`src/ddr3_burst_regs.vh`:
```
`ifndef DDR3_BURST_REGS_VH
`define DDR3_BURST_REGS_VH
// avalon register byte offsets
`define REG_CTRL        4'h0
`define REG_ADDR        4'h4
`define REG_WDATA       4'h8
`define REG_STATUS      4'hC
// control register fields
`define CTRL_GO_BIT     0
`define CTRL_WRITE_BIT  1
`define CTRL_AP_BIT     2
`define CTRL_A12_BIT    3
`define CTRL_FIXBC4_BIT 4
`define CTRL_RDDQS_BIT  5
// address register fields
`define ADDR_COL_LSB    0
`define ADDR_BANK_LSB   16
// write data register: beat nibbles from bit 0, mask bits from bit 24
`define WDATA_MASK_LSB  24
// status fields
`define STAT_BUSY_BIT   0
`define STAT_RVALID_BIT 1
`define STAT_RDATA_LSB  8
// timing counts in ck cycles
`define T_CCD           4'h4
`define T_WR_CK         5'h0A
`define T_WTR_CK        5'h04
`define FIXBC4_EARLY    5'h02
// command encodings {ras_n, cas_n, we_n}
`define CMD_NOP         3'h7
`define CMD_WRITE       3'h4
`define CMD_READ        3'h5
// sdram clock divider: ck period = 2*CK_HALF sys clocks
`define CK_HALF         4'h4
`endif

```
`src/ddr3_burst_host.v`:
```
`include "ddr3_burst_regs.vh"
// Functional notes
// - write begins with WRITE command giving bank, column and auto precharge choice
// - a started write burst runs all its beats unless reset is asserted during it
// - controller drives one full clock write preamble with dummy crossover
// - controller holds DQS low for half-cycle postamble after last element
// - controller places first valid DQS edge WL clocks after WRITE
// - next WRITE waits until tWR recovery has run out, so write data is not seamless
// - controller waits tWTR after write data before issuing READ
// - controller waits tWR after write data before returning to idle for the next command
// - fixed BC4 starts tWR and tWTR two cycles earlier than OTF BC4
// - nonconsecutive writes may target any bank independently
// - controller captures read data on returned DQS, not CK
module ddr3_burst_host #(
    parameter WL = 5,
    parameter RL = 5
)(
    input  wire        i_sys_clk,
    input  wire        i_rst,
    input  wire [3:0]  i_avs_address,
    input  wire        i_avs_read,
    input  wire        i_avs_write,
    input  wire [31:0] i_avs_writedata,
    output reg  [31:0] o_avs_readdata,
    output wire        o_avs_waitrequest,
    output reg         o_ck,
    output reg  [2:0]  o_cmd,
    output reg  [2:0]  o_bank,
    output reg  [13:0] o_addr,
    output reg  [3:0]  o_dq_out,
    output reg         o_dq_oe_n,
    input  wire [3:0]  i_dq_in,
    output reg         o_dm,
    output reg         o_dqs_out,
    output reg         o_dqs_oe_n,
    input  wire        i_dqs_in
);
    localparam ST_IDLE = 3'h0;
    localparam ST_WLAT = 3'h1;
    localparam ST_DATA = 3'h2;
    localparam ST_POST = 3'h3;
    localparam ST_REC  = 3'h4;
    localparam ST_RD   = 3'h5;

    reg  [31:0] ctrl_r;
    reg  [31:0] addr_r;
    reg  [31:0] wdata_r;
    reg  [2:0]  state_r;
    reg  [3:0]  div_r;
    reg  [5:0]  cnt_r;
    reg  [3:0]  beat_r;
    reg  [4:0]  wtr_r;
    reg  [4:0]  wr_r;
    reg  [3:0]  ccd_r;
    reg  [7:0]  rdata_r;
    reg         rvalid_r;
    reg         dqs_m_r;
    reg         dqs_s_r;
    reg         dqs_d_r;
    reg  [3:0]  dq_m_r;
    reg  [3:0]  dq_s_r;
    reg         ack_r;
    wire        busy;
    wire        ck_rise;
    wire        ck_fall;
    wire        ck_mid;
    wire        bc4;
    wire [3:0]  nbeats;
    wire [4:0]  wtr_load;
    wire [4:0]  wr_load;

    assign busy    = (state_r != ST_IDLE) || ctrl_r[`CTRL_GO_BIT];
    assign ck_rise = (div_r == `CK_HALF - 4'h1) && !o_ck;
    assign ck_fall = (div_r == `CK_HALF - 4'h1) && o_ck;
    // half way between ck edges, where write data may move
    assign ck_mid  = (div_r == (`CK_HALF >> 1) - 4'h1);
    // otf chop when a12 low, fixed chop when fixbc4 set
    assign bc4      = ctrl_r[`CTRL_FIXBC4_BIT] | ~ctrl_r[`CTRL_A12_BIT];
    assign nbeats   = bc4 ? 4'h4 : 4'h8;
    // fixed chop begins recovery two cycles sooner
    assign wtr_load = ctrl_r[`CTRL_FIXBC4_BIT] ? `T_WTR_CK - `FIXBC4_EARLY : `T_WTR_CK;
    assign wr_load  = ctrl_r[`CTRL_FIXBC4_BIT] ? `T_WR_CK - `FIXBC4_EARLY : `T_WR_CK;
    assign o_avs_waitrequest = (i_avs_read | i_avs_write) & ~ack_r;

    // avalon slave, one wait state
    always @(posedge i_sys_clk or posedge i_rst)
    begin
        if (i_rst)
        begin
            ack_r          <= 1'b0;
            o_avs_readdata <= 32'h0000_0000;
        end
        else
        begin
            ack_r <= (i_avs_read | i_avs_write) & ~ack_r;
            case (i_avs_address)
                `REG_CTRL:   o_avs_readdata <= ctrl_r;
                `REG_ADDR:   o_avs_readdata <= addr_r;
                `REG_WDATA:  o_avs_readdata <= wdata_r;
                `REG_STATUS: o_avs_readdata <= {16'h0000, rdata_r, 6'h00, rvalid_r, busy};
                default:     o_avs_readdata <= 32'h0000_0000;
            endcase
        end
    end

    // ck divider
    always @(posedge i_sys_clk or posedge i_rst)
    begin
        if (i_rst)
        begin
            div_r <= 4'h0;
            o_ck  <= 1'b0;
        end
        else if (div_r == `CK_HALF - 4'h1)
        begin
            div_r <= 4'h0;
            o_ck  <= ~o_ck;
        end
        else
        begin
            div_r <= div_r + 4'h1;
        end
    end

    // dqs and dq capture synchronisers
    always @(posedge i_sys_clk or posedge i_rst)
    begin
        if (i_rst)
        begin
            dqs_m_r <= 1'b0;
            dqs_s_r <= 1'b0;
            dqs_d_r <= 1'b0;
            dq_m_r  <= 4'h0;
            dq_s_r  <= 4'h0;
        end
        else
        begin
            dqs_m_r <= i_dqs_in;
            dqs_s_r <= dqs_m_r;
            dqs_d_r <= dqs_s_r;
            dq_m_r  <= i_dq_in;
            dq_s_r  <= dq_m_r;
        end
    end

    // burst sequencer
    always @(posedge i_sys_clk or posedge i_rst)
    begin
        if (i_rst)
        begin
            ctrl_r     <= 32'h0000_0000;
            addr_r     <= 32'h0000_0000;
            wdata_r    <= 32'h0000_0000;
            state_r    <= ST_IDLE;
            cnt_r      <= 6'h00;
            beat_r     <= 4'h0;
            wtr_r      <= 5'h00;
            wr_r       <= 5'h00;
            ccd_r      <= 4'h0;
            rdata_r    <= 8'h00;
            rvalid_r   <= 1'b0;
            o_cmd      <= `CMD_NOP;
            o_bank     <= 3'h0;
            o_addr     <= 14'h0000;
            o_dq_out   <= 4'h0;
            o_dq_oe_n  <= 1'b1;
            o_dm       <= 1'b0;
            o_dqs_out  <= 1'b0;
            o_dqs_oe_n <= 1'b1;
        end
        else
        begin
            if (i_avs_write && ack_r && state_r == ST_IDLE)
            begin
                case (i_avs_address)
                    `REG_CTRL:  ctrl_r  <= i_avs_writedata;
                    `REG_ADDR:  addr_r  <= i_avs_writedata;
                    `REG_WDATA: wdata_r <= i_avs_writedata;
                    default:    ctrl_r  <= ctrl_r;
                endcase
            end
            if (ck_rise && wtr_r != 5'h00)
                wtr_r <= wtr_r - 5'h01;
            if (ck_rise && wr_r != 5'h00)
                wr_r <= wr_r - 5'h01;
            if (ck_rise && ccd_r != 4'h0)
                ccd_r <= ccd_r - 4'h1;
            if (ck_rise)
                o_cmd <= `CMD_NOP;
            case (state_r)
                ST_IDLE:
                begin
                    if (ctrl_r[`CTRL_GO_BIT] && ck_rise && ccd_r == 4'h0)
                    begin
                        if (ctrl_r[`CTRL_WRITE_BIT])
                        begin
                            o_cmd   <= `CMD_WRITE;
                            ccd_r   <= `T_CCD;
                            state_r <= ST_WLAT;
                            cnt_r   <= 6'h00;
                        end
                        else if (wtr_r == 5'h00)
                        begin
                            o_cmd    <= `CMD_READ;
                            ccd_r    <= `T_CCD;
                            rvalid_r <= 1'b0;
                            state_r  <= ST_RD;
                            cnt_r    <= 6'h00;
                            beat_r   <= 4'h0;
                        end
                        o_bank <= addr_r[`ADDR_BANK_LSB +: 3];
                        o_addr <= {1'b0, ctrl_r[`CTRL_A12_BIT], 1'b0,
                                   ctrl_r[`CTRL_AP_BIT], addr_r[`ADDR_COL_LSB +: 10]};
                    end
                end
                ST_WLAT:
                begin
                    if (ck_rise)
                        cnt_r <= cnt_r + 6'h01;
                    // preamble: high half clock, then low half clock before first edge
                    if (ck_rise && cnt_r == WL - 2)
                    begin
                        o_dqs_oe_n <= 1'b0;
                        o_dqs_out  <= 1'b1;
                    end
                    if (ck_fall && cnt_r == WL - 1)
                    begin
                        o_dqs_out <= 1'b0;
                        o_dq_oe_n <= 1'b0;
                        o_dq_out  <= wdata_r[3:0];
                        o_dm      <= wdata_r[`WDATA_MASK_LSB];
                        beat_r    <= 4'h0;
                        state_r   <= ST_DATA;
                    end
                end
                ST_DATA:
                begin
                    // each ck edge is a dqs edge; first rise at WL
                    if (ck_rise || ck_fall)
                    begin
                        o_dqs_out <= ~o_dqs_out;
                        if (beat_r == nbeats - 4'h1)
                        begin
                            state_r <= ST_POST;
                        end
                        else
                        begin
                            beat_r <= beat_r + 4'h1;
                        end
                    end
                    // data and mask move between strobe edges, centred on them
                    if (ck_mid)
                    begin
                        o_dq_out <= wdata_r[4*beat_r +: 4];
                        o_dm     <= wdata_r[`WDATA_MASK_LSB + beat_r];
                    end
                end
                ST_POST:
                begin
                    if (ck_rise || ck_fall)
                    begin
                        o_dqs_out  <= 1'b0;
                        o_dq_oe_n  <= 1'b1;
                        o_dqs_oe_n <= 1'b1;
                        wtr_r      <= wtr_load;
                        wr_r       <= wr_load;
                        state_r    <= ST_REC;
                    end
                end
                ST_REC:
                begin
                    // return to idle is held back until tWR has run
                    if (wr_r == 5'h00)
                    begin
                        ctrl_r[`CTRL_GO_BIT] <= 1'b0;
                        state_r              <= ST_IDLE;
                    end
                end
                ST_RD:
                begin
                    if (ck_rise)
                        cnt_r <= cnt_r + 6'h01;
                    // sample dq on returned strobe edges
                    if (cnt_r >= RL && (dqs_s_r != dqs_d_r) && beat_r < 4'h2)
                    begin
                        rdata_r[4*beat_r[0] +: 4] <= dq_s_r;
                        beat_r <= beat_r + 4'h1;
                    end
                    if (cnt_r == RL + 6)
                    begin
                        rvalid_r             <= (beat_r == 4'h2);
                        ctrl_r[`CTRL_GO_BIT] <= 1'b0;
                        state_r              <= ST_IDLE;
                    end
                end
                default:
                    state_r <= ST_IDLE;
            endcase
        end
    end
endmodule

```
`config.mk`:
```
export PLATFORM = sky130hd
export DESIGN_NAME = ddr3_burst_host
export DESIGN_NICKNAME = d
export VERILOG_FILES = /design/src/ddr3_burst_host.v
export VERILOG_INCLUDE_DIRS = /design/src
export SDC_FILE = /design/constraint.sdc
export NUM_CORES = 1
export LEC_CHECK = 0
export BUFFER_PORTS_ARGS = -buffer_cell sky130_fd_sc_hd__buf_4
export CORE_AREA = 2 2 123 125
export CTS_CLUSTER_SIZE = 8
export DETAILED_ROUTE_END_ITERATION = 6
export DIE_AREA = 0 0 125 127
export PLACE_DENSITY = 0.93
export SLEW_MARGIN = 20
export SYNTH_ARGS = -nofsm -noshare
export SYNTH_HDL_FRONTEND = slang
export SYNTH_SLANG_ARGS = --single-unit
export TNS_END_PERCENT = 30
```
`constraint.sdc`:
```
create_clock -name i_sys_clk -period 10.5 [get_ports i_sys_clk]
set_clock_uncertainty 0.05 [all_clocks]
set_input_delay 2.1 -clock i_sys_clk [delete_from_list [all_inputs] [get_ports i_sys_clk]]
set_output_delay 2.1 -clock i_sys_clk [all_outputs]
set_load 0.01 [all_outputs]
```
# Word level (Yosys, flattened, before mapping)
# Cells that the tools add are included.
# totals
reg_bits	207
inputBits	45
output_inout_bits	62
# classes
n_lt_le_gt_ge	3
n_bitwise	7
n_addsub	9
eq_ne	32
n_reduce_logical	45
mux	73
n_shift	3
# op_table
op	count
32-bit case mux with 4 select lines	1
4-bit 2-to-1 mux	16
3-bit 2-to-1 mux	15
3-bit negation with 34-bit output	1
4-bit by 34-bit variable shift with 8-bit output, first input constant	1
4-bit by 34-bit variable part select with 8-bit output	1
32-bit by 7-bit variable part select with 4-bit output	1
5-bit 2-to-1 mux	6
6-bit 2-to-1 mux	4
2-bit inequality test, second input constant	11
1-bit 2-to-1 mux	18
3-bit case mux with 6 select lines	1
4-bit case mux with 4 select lines	1
8-bit AND reduction	2
1-bit logical AND	13
6-bit case mux with 2 select lines	1
5-bit zero test	2
1-bit case mux with 2 select lines	5
2-bit AND reduction	5
5-bit nonzero test	2
5-bit by 1-bit subtractor with 5-bit output, second input constant	2
3-bit AND reduction	3
4-bit by 1-bit adder with 4-bit output, second input constant	2
8-bit bitwise mux	1
other kinds (38)	57

# Depth between registers and ports, before layout
# logic_depth
word_depth	8
depth_mapped	7

# Worst setup path before layout
# No wires, ideal clock.
# synth_timing
path_type	input -> output
from	in i_avs_write
to	out o_avs_waitrequest
path_buffers	0
arrival_ps	2309
slack_ps	6041
t_required_ps	8350
path_stages	2
cell_sequence	nor2_1 -> nor2_1
# synth_between
elab_chain_len	2
# synth_lines
item	line_no	source
start, declared	ddr3_burst_host.v:22	input wire i_avs_write,
1-bit OR	ddr3_burst_host.v:83	assign o_avs_waitrequest = (i_avs_read | i_avs_write) & ~ack_r;
1-bit AND	ddr3_burst_host.v:83	
end, declared	ddr3_burst_host.v:25	output wire o_avs_waitrequest,
# Every way passes these cells.

# Worst setup path after layout
# Same ends and word-level chain as after synthesis.

==> out/metrics.cfg <==
[worst_setup_path]
worst_setup_path_start_kind=primary input
critical_path.slowest_cell=sky130_fd_sc_hd__buf_4
critPathMaxFanout=2
worst_setup_path_end_kind=output pin
required_ns=8.35
critical_path_cell_by_cell=buf_4 -> nor2_1 -> nor2_1 -> buf_4
cp.arrival_ns=2.51
critPathKind=in -> out
critical-path-top-delay-family=buffers and inverters
critPathMaxStageDelay_ns=0.14
crit_buf_inv=2

[timing]
timing.max_slew.rel_slack_pct=37.3
highest_achievable_clock_rate_mhz=215
setup_violations=0
min_period_over_period_pct=44.3
final_max_slew_viol_count=0
aggregate_negative_setup_slack_ns=0
fin_crit_ns=4.66
finalHoldViolations=0
grt_setup_unrepaired=no
max_slew.worst_pin.slew_ns=0.940

[power]
ir_worst_vdd_mv=0.144
total_power_uw=2150
power-per-cell-area_mw_per_mm2=200
p_leak_uw=0.00513

[detailed_routing]
detail_route.wirelength_um=22500
post-route-drc-count=0
first_pass_iters=5
ant_nets=0
wl_met1_um=8570
top_layer_used=met4
met2_wirelength_um=11100
detailroute.via_count=6449
route.detailed.vias_per_inst=6.35
drtIter0Drc=493
drt-wirelength-per-cell_um=22.1
met3_wirelength_um=1910

[clock_tree]
tritoncts_clock_tree=built
numCtsBuffers=29
holdBufCountCts=0
cts-root-buf=sky130_fd_sc_hd__clkbuf_16
post-cts-setup-buffers=0
clock_tree.htree_level_count=1
cts_resized=0
clk-insertion-delay-late_ns=0.54
path_clk_slew_ns=0.05
clock_sinks=207
cts-root-to-sink-buffers=3

[final_layout]
final_layout_size_suffix_gt1_share_pct=36.1
nNetsFinal=877
layout.cells.non_filler=1016
flow.area_growth_from_synthesis_pct=19.3
insertedDiodeCount=0
postLayoutCoreUtil_pct=74.8

[placement]
place.detailed.hpwl_um=14000
buffer_ports.inserted=104
place.gp.congestion=0.860
place.detailed.instances=975

[yosys]
synth.top_cells.by_area=sky130_fd_sc_hd__dfrtp_1 56%, sky130_fd_sc_hd__mux2_2 14%, sky130_fd_sc_hd__nand2_1 3.7%
most_used_dff_post_synth=sky130_fd_sc_hd__dfrtp_1
seq_area_frac_synth_pct=57.3
synth_enable_flop_cells=0
synth_top_cells_by_count=202 x sky130_fd_sc_hd__dfrtp_1, 116 x sky130_fd_sc_hd__mux2_2, 89 x sky130_fd_sc_hd__nand2_1
postSynthRegisterBits=207
ys_async_sr_fraction_pct=100
synthesis.area_per_instance_um2=12.7
ys_types=64
syn_area_mm2=0.00905
synth_cells=711
yosys_warnings=0
synth_top_area_share_pct=55.9
yosysMostFrequentCell=sky130_fd_sc_hd__dfrtp_1
cell_type_contributing_the_most_total_cell_area_after_synthesis=sky130_fd_sc_hd__dfrtp_1

[worst_hold_path]
hold_crit_path_type=reg -> reg

[die]
floorplan.io_pins=107
initial_core_util_pct=62.7
fp.dieW_um=125
fp.coreArea_mm2=0.0144
site_row_count=44
dieHeight_um=127
die-area_mm2=0.0159

[global_route]
grt_max_degree=127
grt_first_pass_wirelength_um=36200
grt_total_usage_pct=28.6
grt_pass1_vias=6689
grt_antenna_before_repair=0
total_congestion_overflow_after_global_routing=0

[job]
timing.max_cap.violations=0

[status]
outcome=finished, final reports clean

[worst register-to-register path, stage by stage, from the launching register on]
cell and delay, ns:
sky130_fd_sc_hd__dfrtp_1 0.40, sky130_fd_sc_hd__ha_1 0.26, sky130_fd_sc_hd__nor4b_4 0.70, sky130_fd_sc_hd__nand3_2 0.75, sky130_fd_sc_hd__nor2_1 0.62, sky130_fd_sc_hd__o21ai_0 0.16
[per-layer routing]
layer | GRT usage [%] | vias to the layer above
met4 | 11.1 | 0
li1 | - | 2763
met1 | 38.9 | 3246
met5 | 0 | -
met2 | 46.4 | 365
met3 | 5.70 | 75
[sequential cells by signal (all words and copies together), names as in the netlist, 4 cells and up]
register and flops:
dq_m_r 4, rdata_r 8, ccd_r 4, o_avs_readdata 32
o_addr 12, addr_r 32, ctrl_r 32, dq_s_r 4
cnt_r 6, beat_r 4, div_r 4, wdata_r 32
o_dq_out 4, wtr_r 5, wr_r 5
[metrics by stage]
step                      hold slack, ns  area [um2]  setup WS [ns]
final                              0.294       10800           5.84
after global routing               0.299       10800           5.77
after floorplan                    0.281        9050           2.71
after detailed placement           0.285       10000           5.84
after global placement             0.283       10000           5.85
after CTS                          0.292       10800           5.84
[path summary, 6_finish.rpt]
kind                              from                end  slack, ns  depth (start not counted)
setup / recovery           i_avs_write  o_avs_waitrequest       5.84                          4
hold / removal                 dqs_m_r            dqs_s_r       0.29                          0
setup reg to reg              div_r[0]           cnt_r[1]       7.42                          5
hold reg to reg                dqs_m_r            dqs_s_r       0.29                          0
max in group asynchronous        i_rst          dq_m_r[0]       7.46                          3
min in group asynchronous        i_rst  o_avs_readdata[7]       1.67                          2
[cells by family after synthesis]
logic type,synth area share (%)
fa+ha+maj,1.38
buf+inv,2.38
compound gates,8.32
mux,18.6
flops,57.3
simple gates,10.9
other cells,0.0414
xor+xnor,1.06
[layout by cell type, fill, tap and decap left out, types with 6 or more instances in the layout]
master / n
sky130_fd_sc_hd__clkbuf_1: 11
sky130_fd_sc_hd__mux4_2: 13
sky130_fd_sc_hd__ha_1: 10
sky130_fd_sc_hd__a21oi_1: 9
sky130_fd_sc_hd__mux2_2: 116
sky130_fd_sc_hd__xnor2_1: 7
sky130_fd_sc_hd__clkbuf_16: 29
sky130_fd_sc_hd__mux2i_1: 6
sky130_fd_sc_hd__nor2_1: 29
sky130_fd_sc_hd__nor2b_1: 6
sky130_fd_sc_hd__nand2b_1: 11
sky130_fd_sc_hd__nor3_1: 6
sky130_fd_sc_hd__o211ai_1: 8
sky130_fd_sc_hd__a22oi_1: 41
sky130_fd_sc_hd__nand3_1: 13
sky130_fd_sc_hd__o21ai_0: 19
sky130_fd_sc_hd__dfrtp_1: 202
sky130_fd_sc_hd__buf_4: 110
sky130_fd_sc_hd__inv_1: 16
sky130_fd_sc_hd__nand2_1: 89
[cell type report]
class,instances,area (um2)
clock buffer,40,767
clock inverter,1,20.0
fill,842,3630
inverter,17,71.3
multi-input combinational,456,3680
sequential,207,5190
tap,184,230
timing repair buffer,111,837
[report_power, final]
part           switching (uW)  internal (uW)  total [uW]
combinational             121            158         280
sequential                120            929        1050
clock                     326            499         824
No activity file was read; power rests on OpenSTA's default activity.
